## src/design/pwt_pkg.sv

```systemverilog
// package: constants, types and register map of the periodic wakeup timer
// Contract
// - timeout_flag, bit 7, sets when the selected period ends; holds until acknowledged
// - writing 1 to timeout_acknowledge, bit 6, clears the flag; reads 0
// - timer_clock_select, bit 5, chooses the 1 kHz or 32 kHz counting source
// - timer_interrupt_enable, bit 4, gates the wakeIrq request, not irq; 1 enables
// - period_select bits 2:0 choose the period; 000 stops the timer
// - 1 kHz codes 001..111 give 8,32,64,128,256,512 ms and 1.024 s
// - 32 kHz codes 001..111 give 256 up to 32768 source cycles
// - 1 kHz periods count whole 1 ms oscillator ticks
// - first 1 kHz timeout after start may come up to one tick early
package pwt_pkg;

  ////////////////////////////////////////////////////////////////////////////
  localparam int unsigned SYS_CLK_HZ  = 20_000_000;
  localparam int unsigned OSC_1K_HZ   = 1_000;
  localparam int unsigned ICS_32K_HZ  = 32_000;
  localparam int unsigned DIV_1K_CYC  = SYS_CLK_HZ / OSC_1K_HZ;
  localparam int unsigned DIV_32K_CYC = SYS_CLK_HZ / ICS_32K_HZ;
  localparam int unsigned DIV1K_W     = 15;
  localparam int unsigned DIV32K_W    = 10;
  localparam int unsigned CNT_W       = 16;

  ////////////////////////////////////////////////////////////////////////////
  localparam int unsigned ADDR_W = 4;
  localparam logic [ADDR_W-1:0] OFF_CTRL     = 4'h0;
  localparam logic [ADDR_W-1:0] OFF_INT_STAT = 4'h4;
  localparam logic [ADDR_W-1:0] OFF_INT_MASK = 4'h8;

  localparam int unsigned BIT_FLAG   = 7;
  localparam int unsigned BIT_ACK    = 6;
  localparam int unsigned BIT_CLKSEL = 5;
  localparam int unsigned BIT_INTEN  = 4;
  localparam int unsigned PSEL_LSB   = 0;
  localparam int unsigned PSEL_W     = 3;
  localparam logic [PSEL_W-1:0] PSEL_OFF = 3'h0;
  localparam logic CLKSEL_1K = 1'b0;

  localparam logic [7:0] CTRL_RESET = 8'h00;
  localparam logic [1:0] RESP_OKAY  = 2'h0;
  localparam logic [1:0] RESP_SLVERR = 2'h2;

  ////////////////////////////////////////////////////////////////////////////
  typedef struct packed {
    logic              awvalid;
    logic [ADDR_W-1:0] awaddr;
    logic              wvalid;
    logic [31:0]       wdata;
    logic [3:0]        wstrb;
    logic              bready;
    logic              arvalid;
    logic [ADDR_W-1:0] araddr;
    logic              rready;
  } pwt_axi_req_t;

  typedef struct packed {
    logic        awready;
    logic        wready;
    logic        bvalid;
    logic [1:0]  bresp;
    logic        arready;
    logic        rvalid;
    logic [31:0] rdata;
    logic [1:0]  rresp;
  } pwt_axi_rsp_t;

  typedef struct packed {
    logic                flag;
    logic                clkSel;
    logic                intEn;
    logic [PSEL_W-1:0]   perSel;
    logic [CNT_W-1:0]    perCnt;
    logic [DIV1K_W-1:0]  div1k;
    logic [DIV32K_W-1:0] div32k;
    logic                intStat;
    logic                intMask;
    logic                awDone;
    logic                wDone;
    logic [ADDR_W-1:0]   awAddr;
    logic [7:0]          wData;
    logic                wStrb0;
    logic                bValid;
    logic [1:0]          bResp;
    logic                rValid;
    logic [31:0]         rData;
    logic [1:0]          rResp;
  } pwt_state_t;

endpackage

```

## src/design/pwt_timer.sv

```systemverilog
// periodic wakeup timer with AXI4-Lite register slave and interrupt
//
// Chosen here: the address map and the AXI4-Lite interface to the registers.
`timescale 1ns/10ps
`default_nettype none
module pwt_timer #(
  parameter logic [pwt_pkg::DIV1K_W-1:0]  DIV_1K  = pwt_pkg::DIV_1K_CYC[pwt_pkg::DIV1K_W-1:0],
  parameter logic [pwt_pkg::DIV32K_W-1:0] DIV_32K = pwt_pkg::DIV_32K_CYC[pwt_pkg::DIV32K_W-1:0]
) (
  input  wire logic                  sys_clk,
  input  wire logic                  rst,
  input  wire pwt_pkg::pwt_axi_req_t axiReq,
  output var  pwt_pkg::pwt_axi_rsp_t axiRsp,
  output logic                       wakeIrq,
  output logic                       irq
);
  import pwt_pkg::*;

  ////////////////////////////////////////////////////////////////////////////
  // last count value of each period, in ticks of the chosen source
  function automatic logic [CNT_W-1:0] periodLast(input logic clkSel,
                                                  input logic [PSEL_W-1:0] sel);
    logic [CNT_W-1:0] r;
    r = 16'h0000;
    if (clkSel == CLKSEL_1K) begin
      case (sel)
        3'h1: r = 16'h0007;
        3'h2: r = 16'h001F;
        3'h3: r = 16'h003F;
        3'h4: r = 16'h007F;
        3'h5: r = 16'h00FF;
        3'h6: r = 16'h01FF;
        3'h7: r = 16'h03FF;
        default: r = 16'h0000;
      endcase
    end else begin
      case (sel)
        3'h1: r = 16'h00FF;
        3'h2: r = 16'h03FF;
        3'h3: r = 16'h07FF;
        3'h4: r = 16'h0FFF;
        3'h5: r = 16'h1FFF;
        3'h6: r = 16'h3FFF;
        3'h7: r = 16'h7FFF;
        default: r = 16'h0000;
      endcase
    end
    return r;
  endfunction

  // word decode; the low two address bits are ignored
  function automatic logic isReg(input logic [ADDR_W-1:0] a, input logic [ADDR_W-1:0] off);
    return a[ADDR_W-1:2] == off[ADDR_W-1:2];
  endfunction

  function automatic logic isMapped(input logic [ADDR_W-1:0] a);
    return isReg(a, OFF_CTRL) || isReg(a, OFF_INT_STAT) || isReg(a, OFF_INT_MASK);
  endfunction

  ////////////////////////////////////////////////////////////////////////////
  pwt_state_t        s;
  pwt_state_t        n;
  logic              tick1k;
  logic              tick32k;
  logic              tick;
  logic              timeout;
  logic [CNT_W-1:0]  lastCnt;
  logic              awHs;
  logic              wHs;
  logic              arHs;
  logic              doWr;
  logic [ADDR_W-1:0] wAddr;
  logic [7:0]        wByte;
  logic              wLane0;
  logic              ctrlWr;
  logic              ack;
  logic [7:0]        ctrlRd;

  assign axiRsp.awready = !s.awDone && !s.bValid;
  assign axiRsp.wready  = !s.wDone && !s.bValid;
  assign axiRsp.bvalid  = s.bValid;
  assign axiRsp.bresp   = s.bResp;
  assign axiRsp.arready = !s.rValid;
  assign axiRsp.rvalid  = s.rValid;
  assign axiRsp.rdata   = s.rData;
  assign axiRsp.rresp   = s.rResp;

  assign wakeIrq = s.flag && s.intEn;
  assign irq     = s.intStat && s.intMask;

  ////////////////////////////////////////////////////////////////////////////
  always_comb begin
    n = s;
    tick1k  = (s.div1k == DIV_1K - 15'h0001);
    tick32k = (s.div32k == DIV_32K - 10'h001);
    n.div1k  = tick1k ? '0 : s.div1k + 15'h0001;
    n.div32k = tick32k ? '0 : s.div32k + 10'h001;
    tick    = (s.clkSel == CLKSEL_1K) ? tick1k : tick32k;
    lastCnt = periodLast(s.clkSel, s.perSel);
    timeout = 1'b0;
    if (s.perSel == PSEL_OFF) begin
      n.perCnt = '0;
    end else if (tick) begin
      if (s.perCnt >= lastCnt) begin
        n.perCnt = '0;
        timeout  = 1'b1;
      end else begin
        n.perCnt = s.perCnt + 16'h0001;
      end
    end

    // bus handshakes
    if (s.bValid && axiReq.bready) begin
      n.bValid = 1'b0;
    end
    if (s.rValid && axiReq.rready) begin
      n.rValid = 1'b0;
    end
    awHs = axiReq.awvalid && axiRsp.awready;
    wHs  = axiReq.wvalid && axiRsp.wready;
    arHs = axiReq.arvalid && axiRsp.arready;
    if (awHs) begin
      n.awDone = 1'b1;
      n.awAddr = axiReq.awaddr;
    end
    if (wHs) begin
      n.wDone  = 1'b1;
      n.wData  = axiReq.wdata[7:0];
      n.wStrb0 = axiReq.wstrb[0];
    end
    wAddr  = s.awDone ? s.awAddr : axiReq.awaddr;
    wByte  = s.wDone ? s.wData : axiReq.wdata[7:0];
    wLane0 = s.wDone ? s.wStrb0 : axiReq.wstrb[0];
    doWr   = (s.awDone || awHs) && (s.wDone || wHs);
    ctrlWr = doWr && wLane0 && isReg(wAddr, OFF_CTRL);
    ack    = ctrlWr && wByte[BIT_ACK];
    if (doWr) begin
      n.awDone = 1'b0;
      n.wDone  = 1'b0;
      n.bValid = 1'b1;
      n.bResp  = isMapped(wAddr) ? RESP_OKAY : RESP_SLVERR;
    end
    if (ctrlWr) begin
      n.clkSel = wByte[BIT_CLKSEL];
      n.intEn  = wByte[BIT_INTEN];
      n.perSel = wByte[PSEL_LSB +: PSEL_W];
      // a new source or period restarts the count; the 1 kHz divider keeps running,
      // so the first period after a start may be short by up to one tick
      // early first timeout
      if (wByte[BIT_CLKSEL] != s.clkSel || wByte[PSEL_LSB +: PSEL_W] != s.perSel) begin
        n.perCnt = '0;
      end
    end
    n.flag = timeout || (s.flag && !ack);
    // sticky event status, set wins over write-one-to-clear
    n.intStat = timeout || (s.intStat &&
                !(doWr && wLane0 && isReg(wAddr, OFF_INT_STAT) && wByte[0]));
    if (doWr && wLane0 && isReg(wAddr, OFF_INT_MASK)) begin
      n.intMask = wByte[0];
    end

    ctrlRd = {s.flag, 1'b0, s.clkSel, s.intEn, 1'b0, s.perSel};
    if (arHs) begin
      n.rValid = 1'b1;
      n.rResp  = isMapped(axiReq.araddr) ? RESP_OKAY : RESP_SLVERR;
      if (isReg(axiReq.araddr, OFF_CTRL)) begin
        n.rData = {24'h000000, ctrlRd};
      end else if (isReg(axiReq.araddr, OFF_INT_STAT)) begin
        n.rData = {31'h00000000, s.intStat};
      end else if (isReg(axiReq.araddr, OFF_INT_MASK)) begin
        n.rData = {31'h00000000, s.intMask};
      end else begin
        n.rData = 32'h00000000;
      end
    end
  end

  always_ff @(posedge sys_clk or posedge rst) begin
    if (rst) begin
      s        <= '0;
      s.clkSel <= CTRL_RESET[BIT_CLKSEL];
    end else begin
      s <= n;
    end
  end

  ////////////////////////////////////////////////////////////////////////////
  property p_flag_set;
    @(posedge sys_clk) disable iff (rst)
    timeout |=> s.flag;
  endproperty
  a_flag_set: assert property (p_flag_set) else $error("flag not set after timeout");

  property p_ack_clear;
    @(posedge sys_clk) disable iff (rst)
    (ack && !timeout) |=> !s.flag && !wakeIrq;
  endproperty
  a_ack_clear: assert property (p_ack_clear) else $error("acknowledge did not clear flag");

  property p_ack_reads_zero;
    @(posedge sys_clk) disable iff (rst)
    s.rValid |-> !s.rData[BIT_ACK];
  endproperty
  a_ack_reads_zero: assert property (p_ack_reads_zero) else $error("ack bit read as one");

  property p_src_1k;
    @(posedge sys_clk) disable iff (rst)
    (tick && s.clkSel == CLKSEL_1K) |=> !tick1k [*8];
  endproperty
  a_src_1k: assert property (p_src_1k) else $error("1 kHz source ticks too often");

  property p_req;
    @(posedge sys_clk) disable iff (rst)
    $rose(wakeIrq) |-> $past(timeout) || $past(ctrlWr && wByte[BIT_INTEN]);
  endproperty
  a_req: assert property (p_req) else $error("request rose without timeout or enable");

  property p_enable_gate;
    @(posedge sys_clk) disable iff (rst)
    (ctrlWr && !wByte[BIT_INTEN]) |=> !wakeIrq;
  endproperty
  a_enable_gate: assert property (p_enable_gate) else $error("request despite disable");

  property p_off;
    @(posedge sys_clk) disable iff (rst)
    (s.perSel == PSEL_OFF) |-> !timeout ##1 (s.perCnt == '0);
  endproperty
  a_off: assert property (p_off) else $error("timer ran with period code zero");

  property p_period;
    @(posedge sys_clk) disable iff (rst)
    timeout |-> tick && s.perCnt == periodLast(s.clkSel, s.perSel);
  endproperty
  a_period: assert property (p_period) else $error("timeout at wrong count");

  property p_period_run;
    @(posedge sys_clk) disable iff (rst)
    (tick && s.perSel != PSEL_OFF && s.perCnt < lastCnt && !ctrlWr)
      |=> s.perCnt == $past(s.perCnt) + 16'h0001;
  endproperty
  a_period_run: assert property (p_period_run) else $error("period count stalled");

  property p_div_step;
    @(posedge sys_clk) disable iff (rst)
    !tick1k |=> s.div1k == $past(s.div1k) + 15'h0001;
  endproperty
  a_div_step: assert property (p_div_step) else $error("1 kHz divider skipped");

  property p_mask_write;
    @(posedge sys_clk) disable iff (rst)
    (doWr && wLane0 && isReg(wAddr, OFF_INT_MASK)) |=> s.intMask == $past(wByte[0]);
  endproperty
  a_mask_write: assert property (p_mask_write) else $error("mask write lost");

  property p_b_once;
    @(posedge sys_clk) disable iff (rst)
    (s.bValid && axiReq.bready) |=> !s.bValid;
  endproperty
  a_b_once: assert property (p_b_once) else $error("write response repeated");

  property p_r_once;
    @(posedge sys_clk) disable iff (rst)
    (s.rValid && axiReq.rready) |=> !s.rValid;
  endproperty
  a_r_once: assert property (p_r_once) else $error("read response repeated");

  property p_write_resp;
    @(posedge sys_clk) disable iff (rst)
    (axiReq.awvalid && axiRsp.awready && axiReq.wvalid && axiRsp.wready) |=> s.bValid;
  endproperty
  a_write_resp: assert property (p_write_resp) else $error("no write response");

  property p_read_resp;
    @(posedge sys_clk) disable iff (rst)
    (axiReq.arvalid && axiRsp.arready) |=> s.rValid;
  endproperty
  a_read_resp: assert property (p_read_resp) else $error("no read response");

  property p_rdata_high;
    @(posedge sys_clk) disable iff (rst)
    s.rValid |-> s.rData[31:8] == 24'h000000;
  endproperty
  a_rdata_high: assert property (p_rdata_high) else $error("upper read bits not zero");

  property p_flag_zero;
    @(posedge sys_clk) disable iff (rst)
    (!s.flag && !timeout) |=> !s.flag;
  endproperty
  a_flag_zero: assert property (p_flag_zero) else $error("flag set without timeout");

  property p_flag_hold;
    @(posedge sys_clk) disable iff (rst)
    (s.flag && !ack) |=> s.flag;
  endproperty
  a_flag_hold: assert property (p_flag_hold) else $error("flag lost without acknowledge");

  property p_irq_rise;
    @(posedge sys_clk) disable iff (rst)
    (timeout && s.intEn && !ctrlWr) |=> wakeIrq;
  endproperty
  a_irq_rise: assert property (p_irq_rise) else $error("no request after timeout");

  property p_ctrl_fields;
    @(posedge sys_clk) disable iff (rst)
    ctrlWr |=> s.clkSel == $past(wByte[BIT_CLKSEL]) &&
               s.intEn == $past(wByte[BIT_INTEN]);
  endproperty
  a_ctrl_fields: assert property (p_ctrl_fields) else $error("control bits not kept");

  property p_persel_write;
    @(posedge sys_clk) disable iff (rst)
    ctrlWr |=> s.perSel == $past(wByte[PSEL_LSB +: PSEL_W]);
  endproperty
  a_persel_write: assert property (p_persel_write) else $error("period code not kept");

  property p_src_32k;
    @(posedge sys_clk) disable iff (rst)
    (s.clkSel != CLKSEL_1K && !tick32k && !ctrlWr) |=> $stable(s.perCnt);
  endproperty
  a_src_32k: assert property (p_src_32k) else $error("count moved off the 32 kHz tick");

  property p_div_range;
    @(posedge sys_clk) disable iff (rst)
    s.div1k < DIV_1K && s.div32k < DIV_32K;
  endproperty
  a_div_range: assert property (p_div_range) else $error("divider out of range");

  property p_stat_set;
    @(posedge sys_clk) disable iff (rst)
    timeout |=> s.intStat;
  endproperty
  a_stat_set: assert property (p_stat_set) else $error("status not set after timeout");

  property p_strb_ignore;
    @(posedge sys_clk) disable iff (rst)
    (doWr && !wLane0) |=> $stable(s.clkSel) && $stable(s.intEn) &&
                          $stable(s.perSel) && $stable(s.intMask);
  endproperty
  a_strb_ignore: assert property (p_strb_ignore) else $error("write without strobe landed");

  property p_bad_addr;
    @(posedge sys_clk) disable iff (rst)
    (doWr && !isMapped(wAddr)) |=> s.bResp == RESP_SLVERR;
  endproperty
  a_bad_addr: assert property (p_bad_addr) else $error("unmapped write not refused");

endmodule
`default_nettype wire

```

## config.mk

```make
export PLATFORM = sky130hd
export DESIGN_NAME = pwt_timer
export DESIGN_NICKNAME = d
export VERILOG_FILES = /design/src/design/pwt_pkg.sv /design/src/design/pwt_timer.sv
export SDC_FILE = /design/constraint.sdc
export NUM_CORES = 1
export LEC_CHECK = 0
export ABC_CLOCK_PERIOD_IN_PS = 6700
export BUFFER_PORTS_ARGS = -buffer_cell sky130_fd_sc_hd__buf_4
export CORE_UTILIZATION = 30
export CTS_CLUSTER_DIAMETER = 30
export CTS_CLUSTER_SIZE = 12
export DETAILED_ROUTE_END_ITERATION = 8
export HOLD_SLACK_MARGIN = 0.06
export PLACE_DENSITY = 0.5
export SYNTH_ARGS = -nofsm -noshare
export SYNTH_HDL_FRONTEND = slang
export SYNTH_SLANG_ARGS = --single-unit
```

## constraint.sdc

```tcl
create_clock -name sys_clk -period 6.7 [get_ports sys_clk]
set_clock_uncertainty 0.15 [all_clocks]
set_input_delay 0.67 -clock sys_clk [delete_from_list [all_inputs] [get_ports sys_clk]]
set_output_delay 0.67 -clock sys_clk [all_outputs]
set_load 0.02 [all_outputs]
```

After elaboration in Yosys (flattened, before gate mapping)

Index checks and enable logic that the tools add are counted.

Flip-flop bits (word level): 101
Output and inout port bits: 43
Logic and storage cells: 107

$add $sub $neg: 3
Order comparisons: 1
Equal/unequal tests: 15
Reduce and logical (&&, ||, !) cells: 40
Muxes and demuxes: 29

Operators by type and width:

| operator                                      | count |
|---|---|
| one-hot mux 15 bit (7 select lines)           | 1 |
| two-way mux 16 bit                            | 5 |
| one-hot mux 10 bit (7 select lines)           | 1 |
| two-way mux 35 bit                            | 1 |
| two-way mux 15 bit                            | 2 |
| logical AND 1 bit                             | 18 |
| adder 16 x 1 -> 16 bit, second input constant | 1 |
| >= comparator 16 bit                          | 1 |
| adder 15 x 1 -> 15 bit, second input constant | 1 |
| == test 15 bit, second input constant         | 1 |
| == test 3 bit, second input constant          | 4 |
| two-way mux 1 bit                             | 11 |
| adder 10 x 1 -> 10 bit, second input constant | 1 |
| == test 10 bit, second input constant         | 1 |
| two-way mux 10 bit                            | 1 |
| logical OR 1 bit                              | 9 |
| two-way mux 8 bit                             | 1 |
| nonzero test 2 bit                            | 4 |
| two-way mux 7 bit                             | 1 |
| == test 3 x 2 -> 1 bit, second input constant | 2 |
| logical NOT 1 bit                             | 6 |
| two-way mux 2 bit                             | 3 |
| == test 2 x 1 -> 1 bit, second input constant | 2 |
| == test 2 bit, second input constant          | 2 |
| 7 further kinds                               | 8 |

Depth between registers and ports, before layout

Gate-level depths: netlist of the first run.

Depth after elaboration: 11
Depth in mapped cells: 12
Mapped depth without buffers: 10

Least setup slack after synthesis of the first run

Ideal clock, no wire load.

Kind: reg-to-reg
Start: register s (netlist bit ctrlRd[2])
End: register s[89] (netlist name)
Library setup time: 82 ps
Slack: 3769 ps
Path buffers: 2
Stages on the path, launching flop included: 11
Arrival: 2699 ps
Cell sequence: dfrtp_1 > or3_1 > clkbuf_1 > ha_1 > nand2b_1 > a2111oi_0 > a2111oi_2 > nor3_4 > buf_2 > nand3_1 > a31oi_1

RTL lines:

| item                   | RTL line         | source |
|---|---|---|
| start, declared        | pwt_timer.sv:61  | `pwt_state_t s;` |
| start signal, assigned | pwt_timer.sv:183 | `s <= n;` |

==> summary.txt, run 1 <==
status = finished, final reports clean
Die ar. = 14,300 um2
Hold Crit Start = axiRsp[37]
largest net degree at the start of global routing = 71
core box area = 13,300 um2
WHS Path Cells = 2
First-pass DRT Iterations = 4
Final Hold Viols = 0
Die Ht = 120 um
unrepaired setup endpoints after global routing = false
Worst VDD drop = 0.159 mV
share of cells above drive strength 1 = 15.6%
Slew Limit Fails = 0
critical path endpoint category = flip-flop
Req. time, crit path = 6.76 ns
cts hold-fix bufs = 0
area delta synth->final = 12.1%
Seq cells post-synth = 70
TritonCTS clock tree = done
Post-synth EDFFs = 0
Slew headroom = 30.8%
post-synthesis sequential area ratio = 42.3%
leakage = 2.08 nW
Ports = 94
Hold EP = axiRsp[37]
detailed placer's ending HPWL = 5530 um
initial core utilization = 31.0%
mapped cell area = 4140 um2
reg2reg end = s[54]
cells along the critical path = or3_1 > ha_1 > nand2b_1 > a2111oi_0 > a2111oi_2 > nor3_4 > nor2_1 > a22o_1
Pwr per Cell Area = 382 nW/um2
Syn Inst Count = 432
vias in the first global route = 2,912
crit path time final = 3.86 ns
First DRT Iteration DRCs = 190
Resized cells post-CTS = 0
Crit-path slowest cell = nor3_4
Total GRT Usage = 12.2%
cell family with most CP delay = simple AND/OR/NAND/NOR gates
post-synthesis async set-or-reset flop share = 100%
Hold Path Class = reg2reg
DR vias/cell = 4.84
final setup violation count = 0
setup repair bufs after CTS = 0
Routed Wire Length = 8120 um
FF-to-FF path depth = 8
crit path DAT = 3.92 ns
Crit Path Category = reg2reg
flop-to-flop setup slack = 2.84 ns
post-route ant nets = 0
via count = 3,051
critical-path maximum fanout = 28
Worst setup SP type = flip-flop
Placement Setup Slack = 2.82 ns
CTS clk-pin slew, worst paths = 0.06 ns
CTS Sinks = 70
post-synthesis cell type count = 51
root buffer selected by CTS = clkbuf_16
setup total negative slack = 0 ns
Max stage delay on crit path = 0.88 ns
DRC Markers = 0
Die X = 120 um
global-route wire length before repair = 14,200 um
CTS max path bufs = 2
max cap viols = 0
CTS H-tree lvls = 3
# rows = 42
Remaining Overflow, GRT = 0
Max Fclk = 0.259 GHz
Reg2Reg Launch Point = ctrlRd[2]
final worst slack = 2.84 ns
# diodes = 0
nets = 520
post-DR wirelength/cell = 12.9 um
syn avg cell area = 9.59 um2
Tcrit/Tclk final = 57.6%
Worst-Skew Late Latency = 0.33 ns
Primary FF master, synth = dfrtp_1
total CTS buffers = 9
RePlAce Congestion = 0.728
Least-Margin Pin Slew = 1.03 ns
YS warnings = 0
Critical path buffers and inverters = 0
Fillers = 1,383
Port Buf Inserts = 32
initial antenna violation count = 0
[how the worst max path moves through the flow]
stage / start / end / slack (ns) / cells after the start
2_1_floorplan: ctrlRd[2] / s[89] / 3.77 / 10
3_3_place_gp: ctrlRd[2] / s[54] / 2.89 / 8
3_5_place_dp: ctrlRd[2] / s[54] / 2.82 / 8
4_1_cts: ctrlRd[2] / s[54] / 2.80 / 8
5_1_grt: ctrlRd[2] / s[54] / 2.51 / 8
6_report: ctrlRd[2] / s[54] / 2.84 / 8
[worst register-to-register path: cells and delay by family (launching register included)]
family	cells	cell delay, ns
adder cells (fa/ha/maj)	1	0.31
AND/OR/NAND/NOR	4	1.77
flip-flops	1	0.56
AO/OA/AOI/OAI	3	0.95
[cells in the mapped netlist, types with 7 or more instances]
library cell,number,area share [%]
a21oi_1,14,1.7
a22o_1,7,1.5
a31oi_1,11,1.7
and2_1,7,1.1
buf_4,38,6.9
clkbuf_1,10,0.91
dfrtp_1,70,42
ha_1,19,5.7
inv_1,15,1.4
mux2_2,13,3.5
mux2i_1,9,2.2
nand2_1,34,3.1
nand3_1,37,4.5
nand4_1,13,2.0
nor2_1,42,3.8
o21ai_0,8,0.97
xnor2_1,13,2.7
xor2_1,11,2.3
[state kept, by name, summed over array words and instances, names as in the netlist]
register  flops
s            54
axiRsp       10
ctrlRd        6
[metrics by stage]
| stage | hold WS [ns] | std cells | utilization [%] | power (mW) | area (um2) |
|---|---|---|---|---|---|
| floorplan | 0.300 | 459 | - | 1.19 | 4240 |
| global placement | 0.323 | 615 | 32.6 | 1.30 | 4360 |
| detailed placement | 0.329 | 615 | 32.6 | 1.33 | 4360 |
| CTS | 0.341 | 631 | 34.8 | 1.80 | 4640 |
| global route | 0.356 | 631 | 34.8 | 1.92 | 4640 |
| finish | 0.333 | 631 | 34.8 | 1.78 | 4640 |
[metal layers]
layer	vias up	global-route usage (%)	wire length (um)
met2	71	20.2	3680
met5	-	0	0
li1	1496	-	-
met1	1473	16.0	4030
met4	0	4.61	111
met3	11	2.09	298
[placed cells by master (no fill, tap or decap), types with 9 or more instances in the layout]
cell       count
nand4_1       13
a31oi_1       11
nor2_1        42
dfrtp_1       70
xnor2_1       13
nand3_1       37
ha_1          19
clkbuf_16      9
a21oi_1       14
conb_1        28
mux2_2        13
xor2_1        11
inv_1         14
nand2_1       34
mux2i_1        9
buf_4         34
[power breakdown]
| part | switching [mW] | leakage [nW] | internal, mW |
|---|---|---|---|
| Clock | 0.174 | 0.142 | 0.280 |
| Combinational | 0.359 | 1.06 | 0.279 |
| Sequential | 0.155 | 0.880 | 0.528 |
| Total | 0.688 | 2.08 | 1.09 |
[area by class of cell]
class	instances	area, um2	share of cell area (%)
Multi-Input combinational cell	320	2070	44.6
Sequential cell	70	1750	37.7
Clock buffer	13	270	5.82
Timing Repair Buffer	34	255	5.50
Tap cell	176	220	4.74
Inverter	15	56.3	1.21
Clock inverter	3	17.5	0.377
[cell families (layout without fill, tap and decap cells)]
kind of cell | count (synthesis) | after routing | share of synthesized area (%)
and+or+nand+nor | 166 | 166 | 20.9
DFF | 70 | 70 | 42.3
buffers and inverters | 69 | 65 | 10.1
AOI/OAI and AO/OA | 59 | 59 | 9.48
xor gates and xnor gates | 24 | 24 | 5.07
muxes | 23 | 23 | 6.07
adders and majority gates | 20 | 20 | 5.98
other | 1 | 28 | 0.0905
No activity file was read; power rests on OpenSTA's default activity.
==> run 2: changes to the inputs <==
--- a/config.mk
+++ b/config.mk
@@ -5,7 +5,7 @@
 export SDC_FILE = /design/constraint.sdc
 export NUM_CORES = 1
 export LEC_CHECK = 0
-export ABC_CLOCK_PERIOD_IN_PS = 6700
+export ABC_CLOCK_PERIOD_IN_PS = 3600
 export BUFFER_PORTS_ARGS = -buffer_cell sky130_fd_sc_hd__buf_4
 export CORE_UTILIZATION = 30
 export CTS_CLUSTER_DIAMETER = 30
==> constraint.sdc (replaced) <==
create_clock -name sys_clk -period 3.6 [get_ports sys_clk]
set_clock_uncertainty 0.15 [all_clocks]
set_input_delay 0.36 -clock sys_clk [delete_from_list [all_inputs] [get_ports sys_clk]]
set_output_delay 0.36 -clock sys_clk [all_outputs]
set_load 0.02 [all_outputs]
==> run 2 against run 1 <==
Flip-flop and latch count did not move. Sequential share of layout area down 0.35 points. First-iteration DRC count shrank 15%. Largest power group is now combinational logic. Total power increased by 87%. Via count is 0.56% lower.
==> summary.txt, run 2 (same netlist as run 1, synthesis figures left out) <==
status = finished, final reports clean
nets = 530 (+1.9%)
Fillers = 1,368 (-1.1%)
setup repair bufs after CTS = 0 (unchanged)
Top reg by flops = s
initial core utilization = 31.0% (unchanged)
post-DR wirelength/cell = 12.8 um (-0.62%)
critical-path maximum fanout = 7 (-75%)
DRC Markers = 0 (unchanged)
Crit-path slowest cell = a2111oi_0
Pwr per Cell Area = 709 nW/um2 (+85%)
initial antenna violation count = 0 (unchanged)
Max stage delay on crit path = 0.57 ns (-0.31 ns)
DP Cell Count = 624 (+1.5%)
Total GRT Usage = 12.6% (+0.42 points)
Tcrit/Tclk final = 84.2% (+27 points)
Hold Path Class = in2async
CP Depth = 9 (+1)
Multi-input gate area = 2070 um2 (unchanged)
# rows = 42 (unchanged)
Slew Limit Fails = 0 (unchanged)
worst hold slack = 0.0366 ns (-0.296 ns)
DR vias/cell = 4.75 (-1.8%)
largest net degree at the start of global routing = 40 (-44%)
final setup violation count = 0 (unchanged)
Least-Margin Pin Slew = 0.796 ns (-0.238 ns)
# diodes = 0 (unchanged)
Max Fclk = 0.330 GHz (+27%)
Reg2Reg Launch Point = ctrlRd[2]
total CTS buffers = 9 (unchanged)
Die Ht = 120 um (unchanged)
Resized cells post-CTS = 0 (unchanged)
Crit Path Category = reg2reg
Worst setup SP type = flip-flop
First-pass DRT Iterations = 4 (unchanged)
CTS Sinks = 70 (unchanged)
Die X = 120 um (unchanged)
most frequent cells in the layout = 70 x dfrtp_1, 43 x buf_4, 42 x nor2_1
CTS H-tree lvls = 3 (unchanged)
Worst-Skew Late Latency = 0.33 ns (about the same)
crit path time final = 3.03 ns (-0.826 ns)
Req. time, crit path = 3.67 ns (-3.09 ns)
flop-to-flop setup slack = 0.57 ns (-2.27 ns)
final instance area = 4690 um2 (+0.94%)
TritonCTS clock tree = done
CTS clk-pin slew, worst paths = 0.06 ns (about the same)
critical path endpoint category = flip-flop
FF-to-FF path depth = 9 (+1)
fin cells = 639 (+1.3%)
cell family with most CP delay = compound AO/OA/AOI/OAI gates
Slew headroom = 46.8% (+16 points)
CTS max path bufs = 2 (unchanged)
Port Buf Inserts = 32 (unchanged)
share of cells above drive strength 1 = 17.1% (+1.5 points)
max FFs per register = 54 (unchanged)
Remaining Overflow, GRT = 0 (unchanged)
detailed placer's ending HPWL = 5890 um (+6.6%)
core box area = 13,300 um2 (unchanged)
most common cell after layout, fill and taps aside = dfrtp_1
register area = 1750 um2 (unchanged)
Die ar. = 14,300 um2 (unchanged)
First DRT Iteration DRCs = 162 (-15%)
crit path DAT = 3.10 ns (-0.82 ns)
global-route wire length before repair = 14,500 um (+2.5%)
setup total negative slack = 0 ns (unchanged)
Worst VDD drop = 0.224 mV (+41%)
via count = 3,034 (-0.56%)
cells along the critical path = or3_1 > ha_1 > nand2b_1 > a2111oi_0 > a2111oi_2 > nor3_4 > buf_4 > nor2_1 > a22o_1
max cap viols = 0 (unchanged)
Routed Wire Length = 8170 um (+0.64%)
unrepaired setup endpoints after global routing = false
reg2reg end = s[54]
area delta synth->final = 13.2%
crit path to = s[54]
leakage = 2.12 nW (+1.8%)
Placement Cell Area = 4420 um2 (+1.6%)
post-route ant nets = 0 (unchanged)
Final Hold Viols = 0 (unchanged)
root buffer selected by CTS = clkbuf_16
RePlAce Congestion = 0.762 (+4.7%)
vias in the first global route = 3,066 (+5.3%)
Ports = 94 (unchanged)
Critical path buffers and inverters = 1 (+1)
Critical Path Start = ctrlRd[2]
[run 2: stage by stage]
stage	utilization, %	worst slack [ns]	power (mW)
finish	35.1	0.569	3.32
global route	35.1	0.401	3.61
CTS	35.1	0.581	3.37
detailed placement	33.1	0.591	2.57
global placement	33.1	0.605	2.52
floorplan	-	0.669	2.22
[run 2: final cells by class]
class	instances	share of cell area [%]
multi-input combinational	320	44.2
sequential	70	37.4
timing repair buffer	44	7.10
clock buffer	9	4.80
tap	176	4.70
inverter	15	1.20
clock inverter	5	0.614
[run 2: power by group]
group,switching [mW],internal [mW]
registers,0.212,0.984
logic,0.758,0.596
clock network,0.320,0.454
[run 2: timing repair]
action	in CTS	in global routing
endpoints found under the setup margin	0	0
endpoints found under the hold margin	1	0
hold buffers	1	0
[run 2: worst min-delay path by stage]
stage,end,cells past startpoint,slack (ns),start
3_5_place_dp,axiRsp[1],2,0.33,axiRsp[1]
2_1_floorplan,axiRsp[37],2,0.30,axiRsp[37]
4_1_cts,s[77],2,0.08,rst
6_report,s[77],2,0.04,rst
5_1_grt,axiRsp[34],2,0.1,axiReq[0]
3_3_place_gp,axiRsp[1],2,0.32,axiRsp[1]
[run 2: routing by layer]
metal | up-vias | part of all wire [%] | global-route usage (%)
li1 | 1508 | - | -
met1 | 1455 | 49 | 16.4
met2 | 62 | 46 | 20.3
met3 | 9 | 3.7 | 2.80
met4 | 0 | 1.5 | 5.16
met5 | - | 0 | 0
==> run 3: changes to the inputs <==
--- a/config.mk
+++ b/config.mk
@@ -5,7 +5,7 @@
 export SDC_FILE = /design/constraint.sdc
 export NUM_CORES = 1
 export LEC_CHECK = 0
-export ABC_CLOCK_PERIOD_IN_PS = 3600
+export ABC_CLOCK_PERIOD_IN_PS = 3100
 export BUFFER_PORTS_ARGS = -buffer_cell sky130_fd_sc_hd__buf_4
 export CORE_UTILIZATION = 30
 export CTS_CLUSTER_DIAMETER = 30
==> constraint.sdc (replaced) <==
create_clock -name sys_clk -period 3.1 [get_ports sys_clk]
set_clock_uncertainty 0.15 [all_clocks]
set_input_delay 0.31 -clock sys_clk [delete_from_list [all_inputs] [get_ports sys_clk]]
set_output_delay 0.31 -clock sys_clk [all_outputs]
set_load 0.02 [all_outputs]
==> run 3 against run 2 <==
Routed wire length up 2.5%. Cell area up 1.6%. Largest cell class unchanged. Clock-buffer cell count grew 1. Hold slack better by 0.034 ns. Critical path type unchanged. Die area is the same.
==> summary.txt, run 3 (same netlist as run 1, synthesis figures left out) <==
via count = 3,114 (+2.6%)
area delta synth->final = 15.0%
Final Hold Viols = 0 (unchanged)
Ports = 94 (unchanged)
Worst VDD drop = 0.316 mV (+41%)
sequential power share = 35.4% (-0.6 points)
leakage = 2.14 nW (+1.4%)
TritonCTS clock tree = done
# diodes = 0 (unchanged)
# rows = 42 (unchanged)
critical-path maximum fanout = 14 (+7)
total CTS buffers = 9 (unchanged)
core box area = 13,300 um2 (unchanged)
net load switching power = 1.52 mW (+18%)
most frequent cells in the layout = 70 x dfrtp_1, 43 x buf_4, 42 x nor2_1
Top reg by flops = s
Worst-Skew Late Latency = 0.33 ns (about the same)
worst hold slack = 0.0708 ns (+0.0342 ns)
Die Ht = 120 um (unchanged)
Die ar. = 14,300 um2 (unchanged)
Least-Margin Pin Slew = 0.725 ns (-0.0712 ns)
Die X = 120 um (unchanged)
initial antenna violation count = 0 (unchanged)
largest net degree at the start of global routing = 40 (unchanged)
max cap viols = 0 (unchanged)
Total GRT Usage = 12.6% (-0.059 points)
Port Buf Inserts = 32 (unchanged)
Int Pwr = 2.41 mW (+19%)
detailed placer's ending HPWL = 5890 um (+0.11%)
root buffer selected by CTS = clkbuf_16
RePlAce Congestion = 0.747 (-2.0%)
share of cells above drive strength 1 = 17.9% (+0.85 points)
Switching Fraction = 38.7% (-0.17 points)
post-DR wirelength/cell = 13.0 um (+1.6%)
CTS clk-pin slew, worst paths = 0.05 ns (about the same)
Finished Core Util = 35.7% (+0.56 points)
Tcrit/Tclk final = 92.7% (+8.5 points)
CTS max path bufs = 2 (unchanged)
crit path DAT = 2.97 ns (-0.13 ns)
Slew Limit Fails = 0 (unchanged)
max FFs per register = 54 (unchanged)
DRC Markers = 0 (unchanged)
most common cell after layout, fill and taps aside = dfrtp_1
Combinational Power Share = 41.7% (+1.0 points)
Max Fclk = 0.348 GHz (+5.5%)
Remaining Overflow, GRT = 0 (unchanged)
flop-to-flop setup slack = 0.23 ns (-0.34 ns)
unrepaired setup endpoints after global routing = true
Hold Path Class = in2reg
Pwr per Cell Area = 825 nW/um2 (+16%)
initial core utilization = 31.0% (unchanged)
Worst setup SP type = flip-flop
vias in the first global route = 2,900 (-5.4%)
crit path time final = 2.87 ns (-0.159 ns)
post-route ant nets = 0 (unchanged)
global-route wire length before repair = 14,100 um (-2.7%)
setup repair bufs after CTS = 0 (unchanged)
status = finished, final reports clean
CTS H-tree lvls = 3 (unchanged)
Req. time, crit path = 3.20 ns (-0.47 ns)
Crit Path Category = reg2reg
clock share of power = 22.9% (-0.4 points)
CTS Sinks = 70 (unchanged)
critical path endpoint category = flip-flop
Routed Wire Length = 8380 um (+2.5%)
First-pass DRT Iterations = 4 (unchanged)
Slew headroom = 51.6% (+4.8 points)
Fillers = 1,366 (-0.15%)
DR vias/cell = 4.83 (+1.7%)
First DRT Iteration DRCs = 133 (-18%)
final setup violation count = 0 (unchanged)
nets = 535 (+0.94%)
[run 3: cell count changes in the layout (fill, tap and decap cells not counted)]
cell           change
buf_12             +1
a21oi_2            +1
a2111oi_2          +1
clkinvlp_4         +1
buf_6              +2
a21oi_1            -1
a2111oi_0          -1
clkinv_4           -1
dlygate4sd3_1      +2
clkbuf_1           +1
[run 3: power by group through the flow]
stage | Combinational, mW | Sequential [mW] | Clock, mW
floorplan | 1.27 | 1.31 | 0
detailed placement | 1.59 | 1.41 | 0
CTS | 1.61 | 1.39 | 0.937
global placement | 1.55 | 1.40 | 0
finish | 1.64 | 1.39 | 0.901
global route | 1.85 | 1.43 | 0.969
[run 3: timing repair]
| action | 4_1_cts | 5_1_grt |
|---|---|---|
| hold buffers | 3 | 0 |
| endpoints found under the setup margin | 0 | 17 |
| resized for setup | 0 | 5 |
| hold endpoints to repair | 33 | 0 |
[run 3: worst max-delay path: stages, from the launching register on]
cell and delay (ns):
dfrtp_1 0.37, buf_4 0.19, o21a_1 0.20, a21oi_2 0.12, o21bai_1 0.14, ha_1 0.28
nand3_1 0.08, a211oi_1 0.06, or3_1 0.42, nor3_4 0.30, buf_6 0.19, nand4_1 0.10
a31oi_1 0.18
[run 3: per-stage QoR]
stage / std cells / power, mW / area, um2 / setup slack [ns] / TNS (ns)
6_report: 645 / 3.93 / 4760 / 0.228 / 0
5_1_grt: 645 / 4.25 / 4760 / -0.0133 / -0.0133
4_1_cts: 645 / 3.93 / 4750 / 0.0747 / 0
3_5_place_dp: 627 / 3.00 / 4460 / 0.0890 / 0
3_3_place_gp: 627 / 2.94 / 4460 / 0.0592 / 0
2_1_floorplan: 459 / 2.58 / 4240 / 0.169 / 0
[run 3: area by class of cell]
cell class / count / area, um2 / area share (%)
inverters: 15 / 56.3 / 1.18
repair buffers: 49 / 395 / 8.30
multi-input cells: 320 / 2080 / 43.7
clock buffers: 10 / 229 / 4.81
well taps: 176 / 220 / 4.62
flip-flops and latches: 70 / 1750 / 36.8
clock inverters: 5 / 27.5 / 0.578
[run 3: path summary, 6_finish.rpt]
check | start | to | cells after the start
max | ctrlRd[2] | s[84] | 12
min | axiReq[7] | s[38] | 2
max reg2reg | ctrlRd[2] | s[84] | 12
min reg2reg | s[65] | s[65] | 1
max in group asynchronous | rst | ctrlRd[2] | 4
min in group asynchronous | rst | s[79] | 3
[run 3: per-layer routing]
layer  track usage [%]  part of all wire (%)  vias to the layer above
li1                  -                     -                     1518
met1              16.0                    48                     1509
met2              19.8                    46                       70
met3              2.47                   3.8                       17
met4              7.27                   3.0                        0
met5                 0                     0                        -
